$ cat src/hdl/dpt_cfg.svh
// Purpose: constants of the dual 8-bit programmable timer
// Assumes: register indices are word indices, byte address = index * 4
// Notes:   definitions only
`ifndef DPT_CFG_SVH
`define DPT_CFG_SVH
// ****************************************
// register indices
// ****************************************
`define DPT_IDX_MODE      16'hFFC0
`define DPT_IDX_OUTCLK    16'hFFC1
`define DPT_IDX_T0CTL     16'hFFC2
`define DPT_IDX_T1CTL     16'hFFC3
`define DPT_IDX_RLD0_LO   16'hFFC4
`define DPT_IDX_RLD0_HI   16'hFFC5
`define DPT_IDX_RLD1_LO   16'hFFC6
`define DPT_IDX_RLD1_HI   16'hFFC7
`define DPT_IDX_CNT0_LO   16'hFFC8
`define DPT_IDX_CNT0_HI   16'hFFC9
`define DPT_IDX_CNT1_LO   16'hFFCA
`define DPT_IDX_CNT1_HI   16'hFFCB
`define DPT_IDX_IRQEN     16'hFFE2
`define DPT_IDX_IRQPEND   16'hFFF2
// ****************************************
// field positions
// ****************************************
`define DPT_BIT_CASCADE   3
`define DPT_BIT_EVENT     2
`define DPT_BIT_FILTER    1
`define DPT_BIT_POL       0
`define DPT_BIT_OUTPUT_CHANNEL_SELECT     3
`define DPT_BIT_OUTEN     2
`define DPT_BIT_T1SRC     1
`define DPT_BIT_T0SRC     0
`define DPT_BIT_DIVHI     3
`define DPT_BIT_DIVLO     2
`define DPT_BIT_RELOAD    1
`define DPT_BIT_RUN       0
// ****************************************
// reset values and counts
// ****************************************
`define DPT_RST_NIB       4'h0
`define DPT_RST_BYTE      8'h00
`define DPT_FILTER_EDGES  2'h2
`endif

$ cat src/hdl/dpt_pkg.sv
// Purpose: types of the dual 8-bit programmable timer
// Assumes: nothing
// Notes:   no constants here, see dpt_cfg.svh
package dpt_pkg;
  typedef enum logic [3:0] {
    DPT_DIV_1   = 4'h1,
    DPT_DIV_4   = 4'h2,
    DPT_DIV_32  = 4'h4,
    DPT_DIV_256 = 4'h8
  } dpt_div_type;
endpackage

$ cat src/hdl/dpt_timer.sv
// Purpose: dual 8-bit down counting timer with cascade, event input and square output
// Assumes: oscillator, strobe and event inputs synchronous to core_clk_i
// Notes:   APB slave, no wait states; pready is high in the first access cycle
//
// Functional notes
// - source select bit picks slow (0) or fast (1) clock per timer.
// - in event mode timer 0 ignores source select and divider.
// - event mode bit 1 counts input edges, 0 counts prescaled pulses.
// - width bit 0 gives two timers, 1 gives one 16-bit counter.
// - cascaded: clock enters timer 0, interrupt comes from timer 1.
// - filter on: input level accepted at second 2048 Hz strobe fall.
// - filter off counts input directly; filter matters only in event mode.
// - polarity 0 counts falling input edges, 1 counts rising edges.
// - reload value loads on reload bit write and on underflow; cascaded timer 0 takes FF while timer 1 is nonzero.
// - reading low count nibble captures high nibble for the next read.
// - count locations are read-only; writes ignored.
// - forced reload resumes at once when running, held when stopped.
// - reload bit acts on 1 only, reads 0.
// - run bit 1 starts, 0 stops, except timer 1 while cascaded, which counts on every borrow; stopped counter holds its value.
// - channel select picks timer for square output; cascade forces timer 1.
// - output enable drives square wave on pin, else pin high.
// - per timer enable lets pending flag raise interrupt request.
// - pending flag set on each underflow regardless of mask, except timer 0 underflows while cascaded.
// - writing 1 clears pending flag; 0 leaves it; read shows it.
// - reset clears counters, reloads and all control bits.
// - square output toggles once per selected underflow.
// - run changes act at next input clock tick; run reads 1 until halted.
// - decrement and underflow on input clock tick; reload at same tick.
//
// The APB register port was decided locally.
`timescale 1ns/100ps
`include "dpt_cfg.svh"
`default_nettype none
module dpt_timer #(
  parameter int ADDR_W = 18
) (
  // clock and reset
  input  wire logic              core_clk_i,
  input  wire logic              reset_i,
  // apb slave
  input  wire logic              psel_i,
  input  wire logic              penable_i,
  input  wire logic              pwrite_i,
  input  wire logic [ADDR_W-1:0] paddr_i,
  input  wire logic [31:0]       pwdata_i,
  output logic [31:0]            prdata_o,
  output logic                   pready_o,
  output logic                   pslverr_o,
  // clock and event inputs
  input  wire logic              slow_oscillator_clock_i,
  input  wire logic              fast_oscillator_clock_i,
  input  wire logic              strobe_2048_i,
  input  wire logic              event_clock_input_i,
  // outputs
  output logic                   shared_output_pin_o,
  output logic [1:0]             timer_irq_req_o
);
  // ****************************************
  // register state
  // ****************************************
  logic [3:0] mode_r, outclk_r, irqen_r;
  logic [1:0] div_r [2];
  logic [1:0] run_req_r, run_act_r, pend_r;
  logic [7:0] rld0_r, rld1_r, cnt0_r, cnt1_r;
  logic [3:0] hold0_r, hold1_r;
  logic       sq_r;
  logic [31:0] prdata_r;
  logic        pready_r, pslverr_r, pin_r;
  logic [1:0]  irq_r;

  // ****************************************
  // apb decode
  // ****************************************
  wire logic        setup_w  = psel_i & ~penable_i;
  wire logic        access_w = psel_i & penable_i & pready_r;
  wire logic        wr_w     = access_w & pwrite_i;
  // read side effects land at setup, the edge that latches prdata, so both nibbles see one count
  wire logic        rd_w     = setup_w & ~pwrite_i;
  wire logic [15:0] idx_w    = paddr_i[17:2];
  wire logic        align_w  = (paddr_i[1:0] == 2'h0);
  wire logic        s_mode   = align_w & (idx_w == `DPT_IDX_MODE);
  wire logic        s_outclk = align_w & (idx_w == `DPT_IDX_OUTCLK);
  wire logic        s_t0ctl  = align_w & (idx_w == `DPT_IDX_T0CTL);
  wire logic        s_t1ctl  = align_w & (idx_w == `DPT_IDX_T1CTL);
  wire logic        s_r0lo   = align_w & (idx_w == `DPT_IDX_RLD0_LO);
  wire logic        s_r0hi   = align_w & (idx_w == `DPT_IDX_RLD0_HI);
  wire logic        s_r1lo   = align_w & (idx_w == `DPT_IDX_RLD1_LO);
  wire logic        s_r1hi   = align_w & (idx_w == `DPT_IDX_RLD1_HI);
  wire logic        s_c0lo   = align_w & (idx_w == `DPT_IDX_CNT0_LO);
  wire logic        s_c0hi   = align_w & (idx_w == `DPT_IDX_CNT0_HI);
  wire logic        s_c1lo   = align_w & (idx_w == `DPT_IDX_CNT1_LO);
  wire logic        s_c1hi   = align_w & (idx_w == `DPT_IDX_CNT1_HI);
  wire logic        s_irqen  = align_w & (idx_w == `DPT_IDX_IRQEN);
  wire logic        s_pend   = align_w & (idx_w == `DPT_IDX_IRQPEND);
  wire logic        mapped_w = s_mode | s_outclk | s_t0ctl | s_t1ctl | s_r0lo | s_r0hi | s_r1lo | s_r1hi
                             | s_c0lo | s_c0hi | s_c1lo | s_c1hi | s_irqen | s_pend;
  wire logic [3:0]  wnib_w   = pwdata_i[3:0];
  wire logic [1:0]  force_w  = {wr_w & s_t1ctl & wnib_w[`DPT_BIT_RELOAD],
                                wr_w & s_t0ctl & wnib_w[`DPT_BIT_RELOAD]};
  wire logic [1:0]  pclr_w   = (wr_w & s_pend) ? wnib_w[1:0] : 2'h0;

  // mode fields
  wire logic cascade_w = mode_r[`DPT_BIT_CASCADE];
  wire logic event_w   = mode_r[`DPT_BIT_EVENT];
  wire logic filter_w  = mode_r[`DPT_BIT_FILTER];
  wire logic pol_w     = mode_r[`DPT_BIT_POL];
  wire logic [1:0] src_sel_w = {outclk_r[`DPT_BIT_T1SRC], outclk_r[`DPT_BIT_T0SRC]};

  // read mux; the reload bit and the unused pending bits read as zero
  wire logic [3:0] ctl0_rd_w = {div_r[0], 1'b0, run_req_r[0] | run_act_r[0]};
  wire logic [3:0] ctl1_rd_w = {div_r[1], 1'b0, run_req_r[1] | run_act_r[1]};
  wire logic [3:0] rnib_w =
      s_mode   ? mode_r       : s_outclk ? outclk_r     :
      s_t0ctl  ? ctl0_rd_w    : s_t1ctl  ? ctl1_rd_w    :
      s_r0lo   ? rld0_r[3:0]  : s_r0hi   ? rld0_r[7:4]  :
      s_r1lo   ? rld1_r[3:0]  : s_r1hi   ? rld1_r[7:4]  :
      s_c0lo   ? cnt0_r[3:0]  : s_c0hi   ? hold0_r      :
      s_c1lo   ? cnt1_r[3:0]  : s_c1hi   ? hold1_r      :
      s_irqen  ? irqen_r      : s_pend   ? {2'h0, pend_r} : 4'h0;

  // ****************************************
  // event input, filter and edge select
  // ****************************************
  logic       ev_raw_r, ev_filt_r, ev_prev_r, strobe_prev_r;
  logic [1:0] filt_cnt_r;
  wire logic  strobe_fall_w = strobe_prev_r & ~strobe_2048_i;
  wire logic  ev_lvl_w      = filter_w ? ev_filt_r : ev_raw_r;
  wire logic  ev_edge_w     = pol_w ? (~ev_prev_r & ev_lvl_w) : (ev_prev_r & ~ev_lvl_w);
  wire logic [1:0] filt_cnt_nxt = (ev_raw_r == ev_filt_r) ? 2'h0 :
                                  strobe_fall_w ? (filt_cnt_r + 2'h1) : filt_cnt_r;
  wire logic  filt_take_w = (filt_cnt_nxt == `DPT_FILTER_EDGES);

  always_ff @(posedge core_clk_i or posedge reset_i) begin
    if (reset_i) begin
      ev_raw_r      <= 1'b0;
      ev_filt_r     <= 1'b0;
      ev_prev_r     <= 1'b0;
      strobe_prev_r <= 1'b0;
      filt_cnt_r    <= 2'h0;
    end else begin
      ev_raw_r      <= event_clock_input_i;
      ev_filt_r     <= filt_take_w ? ev_raw_r : ev_filt_r;
      filt_cnt_r    <= filt_take_w ? 2'h0 : filt_cnt_nxt;
      ev_prev_r     <= ev_lvl_w;
      strobe_prev_r <= strobe_2048_i;
    end
  end

  // ****************************************
  // prescalers and run synchronisation
  // ****************************************
  // run changes only land on an input clock tick, so a stop never cuts a count short
  logic [1:0] src_prev_r, pre_tick_w, tick_w;
  wire logic [1:0] src_lvl_w = {src_sel_w[1] ? fast_oscillator_clock_i : slow_oscillator_clock_i,
                                src_sel_w[0] ? fast_oscillator_clock_i : slow_oscillator_clock_i};
  wire logic [1:0] src_fall_w = src_prev_r & ~src_lvl_w;
  wire logic       borrow_w;
  assign tick_w[0] = event_w ? ev_edge_w : pre_tick_w[0];
  assign tick_w[1] = cascade_w ? borrow_w : pre_tick_w[1];

  for (genvar i = 0; i < 2; i++) begin : g_pre
    logic [7:0] presc_r;
    dpt_pkg::dpt_div_type div_w;
    wire logic active_w = run_req_r[i] | run_act_r[i];
    assign div_w = (div_r[i] == 2'h0) ? dpt_pkg::DPT_DIV_1  :
                   (div_r[i] == 2'h1) ? dpt_pkg::DPT_DIV_4  :
                   (div_r[i] == 2'h2) ? dpt_pkg::DPT_DIV_32 : dpt_pkg::DPT_DIV_256;
    wire logic match_w = (div_w == dpt_pkg::DPT_DIV_1)  ? 1'b1 :
                         (div_w == dpt_pkg::DPT_DIV_4)  ? (presc_r[1:0] == 2'h3) :
                         (div_w == dpt_pkg::DPT_DIV_32) ? (presc_r[4:0] == 5'h1F) :
                         (presc_r == 8'hFF);
    assign pre_tick_w[i] = src_fall_w[i] & active_w & match_w;
    always_ff @(posedge core_clk_i or posedge reset_i) begin
      if (reset_i) begin
        presc_r      <= `DPT_RST_BYTE;
        src_prev_r[i] <= 1'b0;
        run_act_r[i] <= 1'b0;
      end else begin
        src_prev_r[i] <= src_lvl_w[i];
        if (force_w[i] | ~active_w) begin
          presc_r <= `DPT_RST_BYTE;
        end else if (src_fall_w[i]) begin
          presc_r <= presc_r + 8'h01;
        end
        if (tick_w[i]) begin
          run_act_r[i] <= run_req_r[i];
        end
      end
    end
  end

  // ****************************************
  // counters
  // ****************************************
  wire logic dec0_w = tick_w[0] & run_act_r[0];
  wire logic uf0_w  = dec0_w & (cnt0_r == 8'h00);
  assign borrow_w   = cascade_w & uf0_w;
  wire logic dec1_w = cascade_w ? borrow_w : (tick_w[1] & run_act_r[1]);
  wire logic uf1_w  = dec1_w & (cnt1_r == 8'h00);
  // in cascade timer 0 wraps until the whole 16-bit value has run out
  wire logic [7:0] cnt0_nxt = force_w[0] ? rld0_r :
                              uf0_w ? ((cascade_w & (cnt1_r != 8'h00)) ? 8'hFF : rld0_r) :
                              dec0_w ? (cnt0_r - 8'h01) : cnt0_r;
  wire logic [7:0] cnt1_nxt = force_w[1] ? rld1_r :
                              uf1_w ? rld1_r :
                              dec1_w ? (cnt1_r - 8'h01) : cnt1_r;
  wire logic [1:0] pset_w   = {uf1_w, uf0_w & ~cascade_w};
  wire logic sel_uf_w       = (cascade_w | outclk_r[`DPT_BIT_OUTPUT_CHANNEL_SELECT]) ? uf1_w : uf0_w;

  always_ff @(posedge core_clk_i or posedge reset_i) begin
    if (reset_i) begin
      cnt0_r <= `DPT_RST_BYTE;
      cnt1_r <= `DPT_RST_BYTE;
      sq_r   <= 1'b0;
      pend_r <= 2'h0;
    end else begin
      cnt0_r <= cnt0_nxt;
      cnt1_r <= cnt1_nxt;
      sq_r   <= sq_r ^ sel_uf_w;
      pend_r <= pset_w | (pend_r & ~pclr_w);
    end
  end

  // ****************************************
  // software registers
  // ****************************************
  always_ff @(posedge core_clk_i or posedge reset_i) begin
    if (reset_i) begin
      mode_r    <= `DPT_RST_NIB;
      outclk_r  <= `DPT_RST_NIB;
      irqen_r   <= `DPT_RST_NIB;
      div_r[0]  <= 2'h0;
      div_r[1]  <= 2'h0;
      run_req_r <= 2'h0;
      rld0_r    <= `DPT_RST_BYTE;
      rld1_r    <= `DPT_RST_BYTE;
    end else if (wr_w) begin
      if (s_mode)   mode_r   <= wnib_w;
      if (s_outclk) outclk_r <= wnib_w;
      if (s_irqen)  irqen_r  <= wnib_w;
      if (s_t0ctl) begin
        div_r[0]     <= wnib_w[`DPT_BIT_DIVHI:`DPT_BIT_DIVLO];
        run_req_r[0] <= wnib_w[`DPT_BIT_RUN];
      end
      if (s_t1ctl) begin
        div_r[1]     <= wnib_w[`DPT_BIT_DIVHI:`DPT_BIT_DIVLO];
        run_req_r[1] <= wnib_w[`DPT_BIT_RUN];
      end
      if (s_r0lo) rld0_r[3:0] <= wnib_w;
      if (s_r0hi) rld0_r[7:4] <= wnib_w;
      if (s_r1lo) rld1_r[3:0] <= wnib_w;
      if (s_r1hi) rld1_r[7:4] <= wnib_w;
    end
  end

  // ****************************************
  // bus answer, read capture and outputs
  // ****************************************
  always_ff @(posedge core_clk_i or posedge reset_i) begin
    if (reset_i) begin
      hold0_r   <= `DPT_RST_NIB;
      hold1_r   <= `DPT_RST_NIB;
      prdata_r  <= 32'h0000_0000;
      pready_r  <= 1'b0;
      pslverr_r <= 1'b0;
      pin_r     <= 1'b1;
      irq_r     <= 2'h0;
    end else begin
      if (rd_w & s_c0lo) hold0_r <= cnt0_r[7:4];
      if (rd_w & s_c1lo) hold1_r <= cnt1_r[7:4];
      prdata_r  <= setup_w ? {28'h0, rnib_w} : prdata_r;
      pready_r  <= setup_w;
      pslverr_r <= setup_w & ~mapped_w;
      pin_r     <= outclk_r[`DPT_BIT_OUTEN] ? sq_r : 1'b1;
      irq_r     <= pend_r & irqen_r[1:0];
    end
  end

  assign prdata_o            = prdata_r;
  assign pready_o            = pready_r;
  assign pslverr_o           = pslverr_r;
  assign shared_output_pin_o = pin_r;
  assign timer_irq_req_o     = irq_r;
endmodule
`default_nettype wire

$ cat config.mk
export PLATFORM = sky130hd
export DESIGN_NAME = dpt_timer
export DESIGN_NICKNAME = d
export VERILOG_FILES = /design/src/hdl/dpt_pkg.sv /design/src/hdl/dpt_timer.sv
export VERILOG_INCLUDE_DIRS = /design/src /design/src/hdl
export SDC_FILE = /design/constraint.sdc
export NUM_CORES = 1
export LEC_CHECK = 0
export BUFFER_PORTS_ARGS = -buffer_cell sky130_fd_sc_hd__clkbuf_2
export CORE_MARGIN = 5
export CORE_UTILIZATION = 35
export DETAILED_ROUTE_END_ITERATION = 12
export PLACE_DENSITY = 0.63
export SETUP_SLACK_MARGIN = 0.05
export SLEW_MARGIN = 10
export SYNTH_ARGS = -nofsm -noshare
export SYNTH_HDL_FRONTEND = slang
export SYNTH_SLANG_ARGS = --single-unit
export TNS_END_PERCENT = 30
$ cat constraint.sdc
create_clock -name core_clk_i -period 7.8 [get_ports core_clk_i]
set_input_delay 0.39 -clock core_clk_i [delete_from_list [all_inputs] [get_ports core_clk_i]]
set_output_delay 0.39 -clock core_clk_i [all_outputs]
set_load 0.02 [all_outputs]
==> results by group, run 1 <==
Power
  • Combinational share of power: 0.077
  • Sw Ratio: 0.264
  • Maximum vdd drop: 0.0000969 V
  • Power per cell area: 167 mW/mm²
  • Leak: 2.66 nW
  • Int Pwr: 0.746 mW
  • Clock power frac: 0.417
  • Reg power frac: 0.505
  • Switch Pwr: 0.268 mW
  • Total power: 1.01 mW

Synthesis
  • Top_reg_cell synth: dfrtp_1
  • Synth warnings: 0
  • Share of the synthesized area in the top cell type: 0.431
  • Synth area leader: dfrtp_1
  • Asr flop ratio synth: 1.00
  • #FFs+latches synth: 96
  • Syn_area_per_cell: 9.84 µm²
  • Post-synthesis cell count: 561
  • Top cells by area, synth: dfrtp_1, mux2_2, buf_4
  • Sequential cell area fraction in the yosys report: 0.436
  • Mapped cell area: 0.00552 mm²
  • Synth cell types: 70
  • Number of synthesized flops with an enable pin: 0

Worst setup path
  • CP Class: flip-flop to flip-flop
  • Max Fanout on Critical Path: 12
  • CP Capture Type: flip-flop
  • CP required: 8.04 ns
  • WP data arrival: 3.36 ns
  • Startpoint Class: flip-flop

Placed design
  • Gpl congestion: 0.915
  • DPL Wire Length: 10900 µm
  • # port buffers: 39
  • Placed Cells: 793

Timing
  • Post-route minimum period: 3.12 ns
  • Hold Vio Cnt, Final: 0
  • Slew Limit Fails: 0
  • Relative max-transition margin: 0.258
  • Setup_tns: 0 ns
  • RSZ-0062 raised after global routing: false
  • Skew final: 0.0101 ns
  • Crit share post-route: 0.400
  • Maximum clock rate: 321 MHz
  • Least-Margin Pin Slew: 1.10 ns
  • Final number of setup-violating endpoints: 0

Global routing
  • Largest net degree at the start of global routing: 54
  • GRT overflow: 0
  • Initial antenna violation count: 0
  • First-pass GRT wire length: 24000 µm
  • Vias in the first global route: 4369
  • GRT Total Usage: 0.167

Final layout
  • Sequential cell area: 0.00240 mm²
  • # fillers: 1591
  • Post-route insts no fill: 809
  • Final Net Count: 654
  • Share of layout cells above drive strength 1: 0.196
  • Most frequent cells in the layout: dfrtp_1, nor2_1, mux2_2
  • Ant diodes: 0
  • Area of the multi-input gates: 0.00284 mm²
  • Syn-to-layout area delta: 9.89%
  • Most common cell after layout, fill and taps aside: dfrtp_1

Floorplanning
  • Row count: 46
  • Die ar.: 0.0184 mm²
  • Die Ht: 136 µm
  • Width of the chip: 136 µm
  • I/O pin cnt: 96
  • Core area: 0.0157 mm²
  • Starting Density: 0.352

Detailed routing
  • Drt drc: 0
  • Routed Antenna Nets: 0
  • Detailed Route WL: 14800 µm
  • Via density: 5.54
  • Vias: 4478
  • Routed WL per cell: 18.3 µm
  • Detailed router's first-iteration violation count: 338
  • 1st-pass router iterations: 5

CTS
  • Clk root buf: clkbuf_16
  • CTS Sinks: 96
  • Post-CTS Resized: 0
  • Clock transition at path regs: 0.07 ns
  • # hold bufs at CTS: 0
  • H-tree levels: 3
  • Num CTS Buffers: 9
  • CTS max path bufs: 2
  • Post-CTS Setup Inserts: 0
  • CTS tree: done
  • Clk Latency, worst-skew pair: 0.36 ns

Run status
  • Status: completed

Hold path
  • Worst Hold Class: primary input to asynchronous set/reset pin

Job
  • Max Cap Viol: 0
==> area by class of cell <==
class                   instances  area share
repair buffers                 40      0.0334
clock buffers                   9      0.0371
flip-flops and latches         96       0.396
well taps                     216      0.0446
inverters                      17      0.0109
clock inverters                 7     0.00887
multi-input cells             424       0.469
==> layer usage <==
metal / GRT usage / up-vias / wire length [µm] / share of wire
li1: - / 2070 / - / -
met1: 0.227 / 2199 / 6660 / 0.45
met2: 0.265 / 186 / 6910 / 0.47
met3: 0.0423 / 23 / 946 / 0.064
met4: 0.0498 / 0 / 257 / 0.017
met5: 0 / - / 0 / 0
==> metrics by stage <==
stage / util / area [µm²] / setup slack [ns] / hold WS, ns
final: 0.387 / 6060 / 4.68 / 0.0704
after global routing: 0.387 / 6060 / 4.56 / 0.124
after CTS: 0.387 / 6060 / 4.71 / 0.0910
after detailed placement: 0.369 / 5780 / 4.75 / 0.452
after global placement: 0.369 / 5780 / 4.76 / 0.451
after floorplan: - / 5620 / 4.91 / 0.396
==> sequential cells by signal (all words and copies together) (netlist names), 4 cells and up <==
signal         cells
rld1_r             8
hold1_r            4
mode_r             4
rld0_r             8
cnt1_r             8
hold0_r            4
prdata_o           4
irqen_r            4
cnt0_r             8
g_pre.presc_r     16
outclk_r           4
==> cells by family after synthesis <==
| group | Yosys count | synth area share |
|---|---|---|
| adders and majority gates | 7 | 0.0159 |
| muxes | 52 | 0.107 |
| xor gates and xnor gates | 16 | 0.0254 |
| and+or+nand+nor | 217 | 0.217 |
| buffers and inverters | 68 | 0.0678 |
| AOI/OAI and AO/OA | 104 | 0.130 |
| DFF | 96 | 0.436 |
| other | 1 | 0.000680 |
==> synthesized netlist by cell type, drive strengths merged, types with 5 or more instances <==
library cell	n
o21ai	20
inv	16
mux2	46
and2	10
a21oi	23
nand2	39
nor3	25
xor2	8
nor4	16
and3	8
nand4	16
xnor2	8
nor2	46
a31oi	8
dfrtp	95
nand2b	7
mux2i	5
ha	7
clkbuf	16
or3	10
buf	35
nand3	24
==> power by group through the flow <==
stage	Combinational [mW]	Clock, mW	Sequential, mW
global route	0.0873	0.459	0.513
finish	0.0783	0.423	0.512
floorplan	0.0606	0	0.523
global placement	0.0769	0	0.521
CTS	0.0786	0.435	0.512
detailed placement	0.0783	0	0.522
==> worst max-delay path, stage by stage (launching register included) <==
cell	delay, ns
dfrtp_1	0.41
ha_1	0.27
and3_1	0.20
ha_1	0.17
inv_1	0.05
o221ai_1	0.11
a41o_1	0.44
a22oi_1	0.65
o21ai_0	0.34
a211o_1	0.35
==> path summary, 6_finish.rpt <==
kind                                           from  depth (start not counted)  slack [ns]             endpoint
worst min register to register                 sq_r                          1        0.47                 sq_r
min in group core_clk_i         event_clock_input_i                          1        0.14             ev_raw_r
worst min-delay path                        reset_i                          2        0.07  g_pre[1].presc_r[7]
worst max register to register  g_pre[0].presc_r[0]                          9        4.68            cnt1_r[3]
max in group asynchronous                   reset_i                          3        6.66            pend_r[0]
worst max-delay path            g_pre[0].presc_r[0]                          9        4.68            cnt1_r[3]
(Power assumes the default switching activity.)
==> run 2: changes to the inputs <==
--- a/config.mk
+++ b/config.mk
@@ -6,6 +6,7 @@
 export SDC_FILE = /design/constraint.sdc
 export NUM_CORES = 1
 export LEC_CHECK = 0
+export ABC_AREA = 1
 export BUFFER_PORTS_ARGS = -buffer_cell sky130_fd_sc_hd__clkbuf_2
 export CORE_MARGIN = 5
 export CORE_UTILIZATION = 35
==> constraint.sdc (replaced) <==
create_clock -name core_clk_i -period 3.1 [get_ports core_clk_i]
set_input_delay 0.155 -clock core_clk_i [delete_from_list [all_inputs] [get_ports core_clk_i]]
set_output_delay 0.155 -clock core_clk_i [all_outputs]
set_load 0.02 [all_outputs]
==> run 2 against run 1 <==
  * Via count is 11% higher
  * Critical endpoint is now cnt1_r[2]
  * Non-clock buffer count rose by 4
  * Combinational power rose to 2.8 times the previous value
  * Sequential share of layout area down 2.0 points
  * Largest cell class unchanged
  * Largest power group unchanged
==> results by group, run 2 <==
Run status
  • Status: completed

Synthesis
  • Top cells by count, synth: nand2_1, dfrtp_1, inv_1, nor2_1, nand3_1
  • Top_reg_cell synth: dfrtp_1
  • Multiplexer share of the synthesized area: 0.00198
  • Syn_area_per_cell: 7.50 µm²
  • Number of synthesized flops with an enable pin: 0
  • Asr flop ratio synth: 1.00
  • Synth cell types: 43
  • Top cells by area, synth: dfrtp_1, nand2_1, inv_1
  • Post-synthesis cell count: 757
  • Sequential cell area fraction in the yosys report: 0.424
  • Synth Area in Compound Gates: 0.0988
  • Synth Area in Adders: 0.0154
  • Share of the synthesized area in the top cell type: 0.419
  • Count leader, synth: nand2_1
  • XOR/XNOR Fraction of Synth Area: 0.0293
  • Synth warnings: 0
  • Synth Area in Simple Gates: 0.323
  • #FFs+latches synth: 96
  • Mapped cell area: 0.00568 mm²
  • Main combinational cell family by area after synthesis: simple AND/OR/NAND/NOR gates
  • Synth area leader: dfrtp_1

Final layout
  • Share of layout cells above drive strength 1: 0.122
  • Biggest register: g_pre.presc_r
  • Most common cell after layout, fill and taps aside: nand2_1
  • Ant diodes: 0
  • Syn-to-layout area delta: 12.6%
  • Most frequent cells in the layout: nand2_1, dfrtp_1, inv_1
  • Final Net Count: 873
  • Largest register FFs: 16
  • # fillers: 1667
  • Post-layout util: 0.402

Worst setup path
  • CP required: 3.35 ns
  • Top delay family on crit path: simple AND/OR/NAND/NOR gates
  • Critical path's largest stage delay: 0.41 ns
  • Startpoint Class: flip-flop
  • Sequence of cells on the critical path: ha_1 -> nand3_1 -> inv_1 -> ha_1 -> inv_1 -> o211ai_1 -> nand4_1 -> nand2_1 -> nand4_1 -> nand2_1 -> a21oi_4 -> inv_2 -> nand3_1 -> nand2_1
  • Setup crit start: g_pre[0].presc_r[0]
  • WP data arrival: 2.59 ns
  • Worst Path Buf+Inv: 3
  • CP Capture Type: flip-flop
  • Critical path's slowest cell: dfrtp_1
  • CP Class: flip-flop to flip-flop
  • R2r startpoint: g_pre[0].presc_r[0]
  • Max Fanout on Critical Path: 9
  • CP most frequent cell: nand2_1

Power
  • Leak: 3.09 nW
  • Switch Pwr: 0.685 mW
  • Reg power frac: 0.487
  • Combinational share of power: 0.081
  • Int Pwr: 2.04 mW
  • Total power: 2.73 mW
  • Power per cell area: 427 mW/mm²
  • Maximum vdd drop: 0.000460 V
  • Clock power frac: 0.432
  • Sw Ratio: 0.251

Floorplanning
  • Die ar.: 0.0189 mm²
  • Die Ht: 137 µm
  • Starting Density: 0.357
  • Row count: 46
  • Width of the chip: 137 µm
  • Core area: 0.0159 mm²
  • I/O pin cnt: 96

Timing
  • Setup_tns: 0 ns
  • Post-route minimum period: 2.34 ns
  • Hold Vio Cnt, Final: 0
  • Slew Limit Fails: 0
  • Relative max-transition margin: 0.543
  • PnR worst setup slack: 0.760 ns
  • Skew final: 0.00701 ns
  • Least-Margin Pin Slew: 0.680 ns
  • Crit share post-route: 0.755
  • Final number of setup-violating endpoints: 0
  • Maximum clock rate: 427 MHz
  • RSZ-0062 raised after global routing: false

Detailed routing
  • Routed Antenna Nets: 0
  • Via density: 4.83
  • Vias: 4969
  • 1st-pass router iterations: 6
  • Drt drc: 0
  • Detailed Route WL: 14400 µm
  • Routed WL per cell: 14.0 µm
  • Detailed router's first-iteration violation count: 338

CTS
  • H-tree levels: 3
  • Post-CTS Resized: 0
  • CTS max path bufs: 2
  • Post-CTS Setup Inserts: 0
  • CTS tree: done
  • # hold bufs at CTS: 3
  • Num CTS Buffers: 9
  • Clk Latency, worst-skew pair: 0.35 ns
  • Clock transition at path regs: 0.07 ns
  • CTS Sinks: 96
  • Clk root buf: clkbuf_16

Hold path
  • Startpoint of the worst hold path: pwdata_i[2]
  • Worst Hold Class: primary input to flip-flop

Global routing
  • M3 GR Usage: 0.0362
  • Initial antenna violation count: 0
  • Vias in the first global route: 4542
  • GRT overflow: 0
  • Met1 GRT Util: 0.223
  • GRT Total Usage: 0.159
  • Largest net degree at the start of global routing: 91
  • Most Used Layer, Global Route: met2
  • Grt met2 use: 0.246
  • First-pass GRT wire length: 23400 µm

Job
  • Max Cap Viol: 0

Placed design
  • Worst slack, placed: 0.769 ns
  • DPL Wire Length: 10900 µm
  • Gpl congestion: 0.934
  • # port buffers: 39
-- run 2: cell types whose count changed after synthesis, moves of 8 or more --
cell	delta
clkbuf_1	-13
nand2_1	+159
a21oi_1	-16
mux2_2	-45
inv_2	+10
or3_1	-10
nand3_1	+39
inv_1	+75
nor2_1	+27
o21ai_0	+44
and2_1	-8
-- run 2: worst paths after layout --
path / end / slack [ns] / depth (start not counted)
setup reg to reg: cnt1_r[2] / 0.76 / 14
hold / removal: ctl1_rd_w[2] / 0.04 / 3
setup / recovery: cnt1_r[2] / 0.76 / 14
hold reg to reg: shared_output_pin_o / 0.47 / 1
min in group asynchronous: g_pre[1].presc_r[0] / 0.22 / 3
max in group asynchronous: timer_irq_req_o[0] / 2.20 / 4
-- run 2: power groups by stage --
stage | sequential, mW | clock [mW] | combinational [mW]
5_1_grt | 1.33 | 1.26 | 0.252
6_report | 1.33 | 1.18 | 0.220
2_1_floorplan | 1.35 | 0 | 0.179
3_5_place_dp | 1.35 | 0 | 0.219
4_1_cts | 1.33 | 1.21 | 0.223
3_3_place_gp | 1.35 | 0 | 0.217
-- run 2: layer usage --
layer  up-vias  part of all wire
met2       131              0.45
met5         -                 0
met4         0             0.021
li1       2505                 -
met1      2309              0.47
met3        24             0.058
-- run 2: kinds of logic (layout without fill, tap and decap cells) --
kind of cell,count (synthesis),count (layout)
flip-flops,96,96
adder cells (fa/ha/maj),7,7
AND/OR/NAND/NOR,402,402
buffers and inverters,134,162
other,1,28
AO/OA/AOI/OAI,97,97
multiplexers,1,1
XOR/XNOR,19,19
-- run 2: per-stage QoR --
| step | std cells | cell area [µm²] | hold slack, ns |
|---|---|---|---|
| floorplan | 784 | 5780 | 0.186 |
| global placement | 1009 | 6050 | 0.0378 |
| detailed placement | 1009 | 6050 | 0.0382 |
| CTS | 1028 | 6390 | 0.0358 |
| global route | 1028 | 6390 | 0.0414 |
| finish | 1028 | 6390 | 0.0416 |
-- run 2: area by class of cell --
type | count | area (µm²) | share of cell area
Clock buffer | 11 | 253 | 0.0396
Timing Repair Buffer | 44 | 253 | 0.0396
Sequential cell | 96 | 2400 | 0.376
Inverter | 102 | 388 | 0.0607
Multi-Input combinational cell | 554 | 2760 | 0.432
Clock inverter | 5 | 61.3 | 0.00959
Tap cell | 216 | 270 | 0.0423
-- run 2: worst reg2reg max path, cell delays in order (launching register included) --
cell and delay (ns):
dfrtp_1 0.41, ha_1 0.23, nand3_1 0.11, inv_1 0.05, ha_1 0.16, inv_1 0.05
o211ai_1 0.07, nand4_1 0.12, nand2_1 0.12, nand4_1 0.14, nand2_1 0.18, a21oi_4 0.30
inv_2 0.14, nand3_1 0.11, nand2_1 0.05
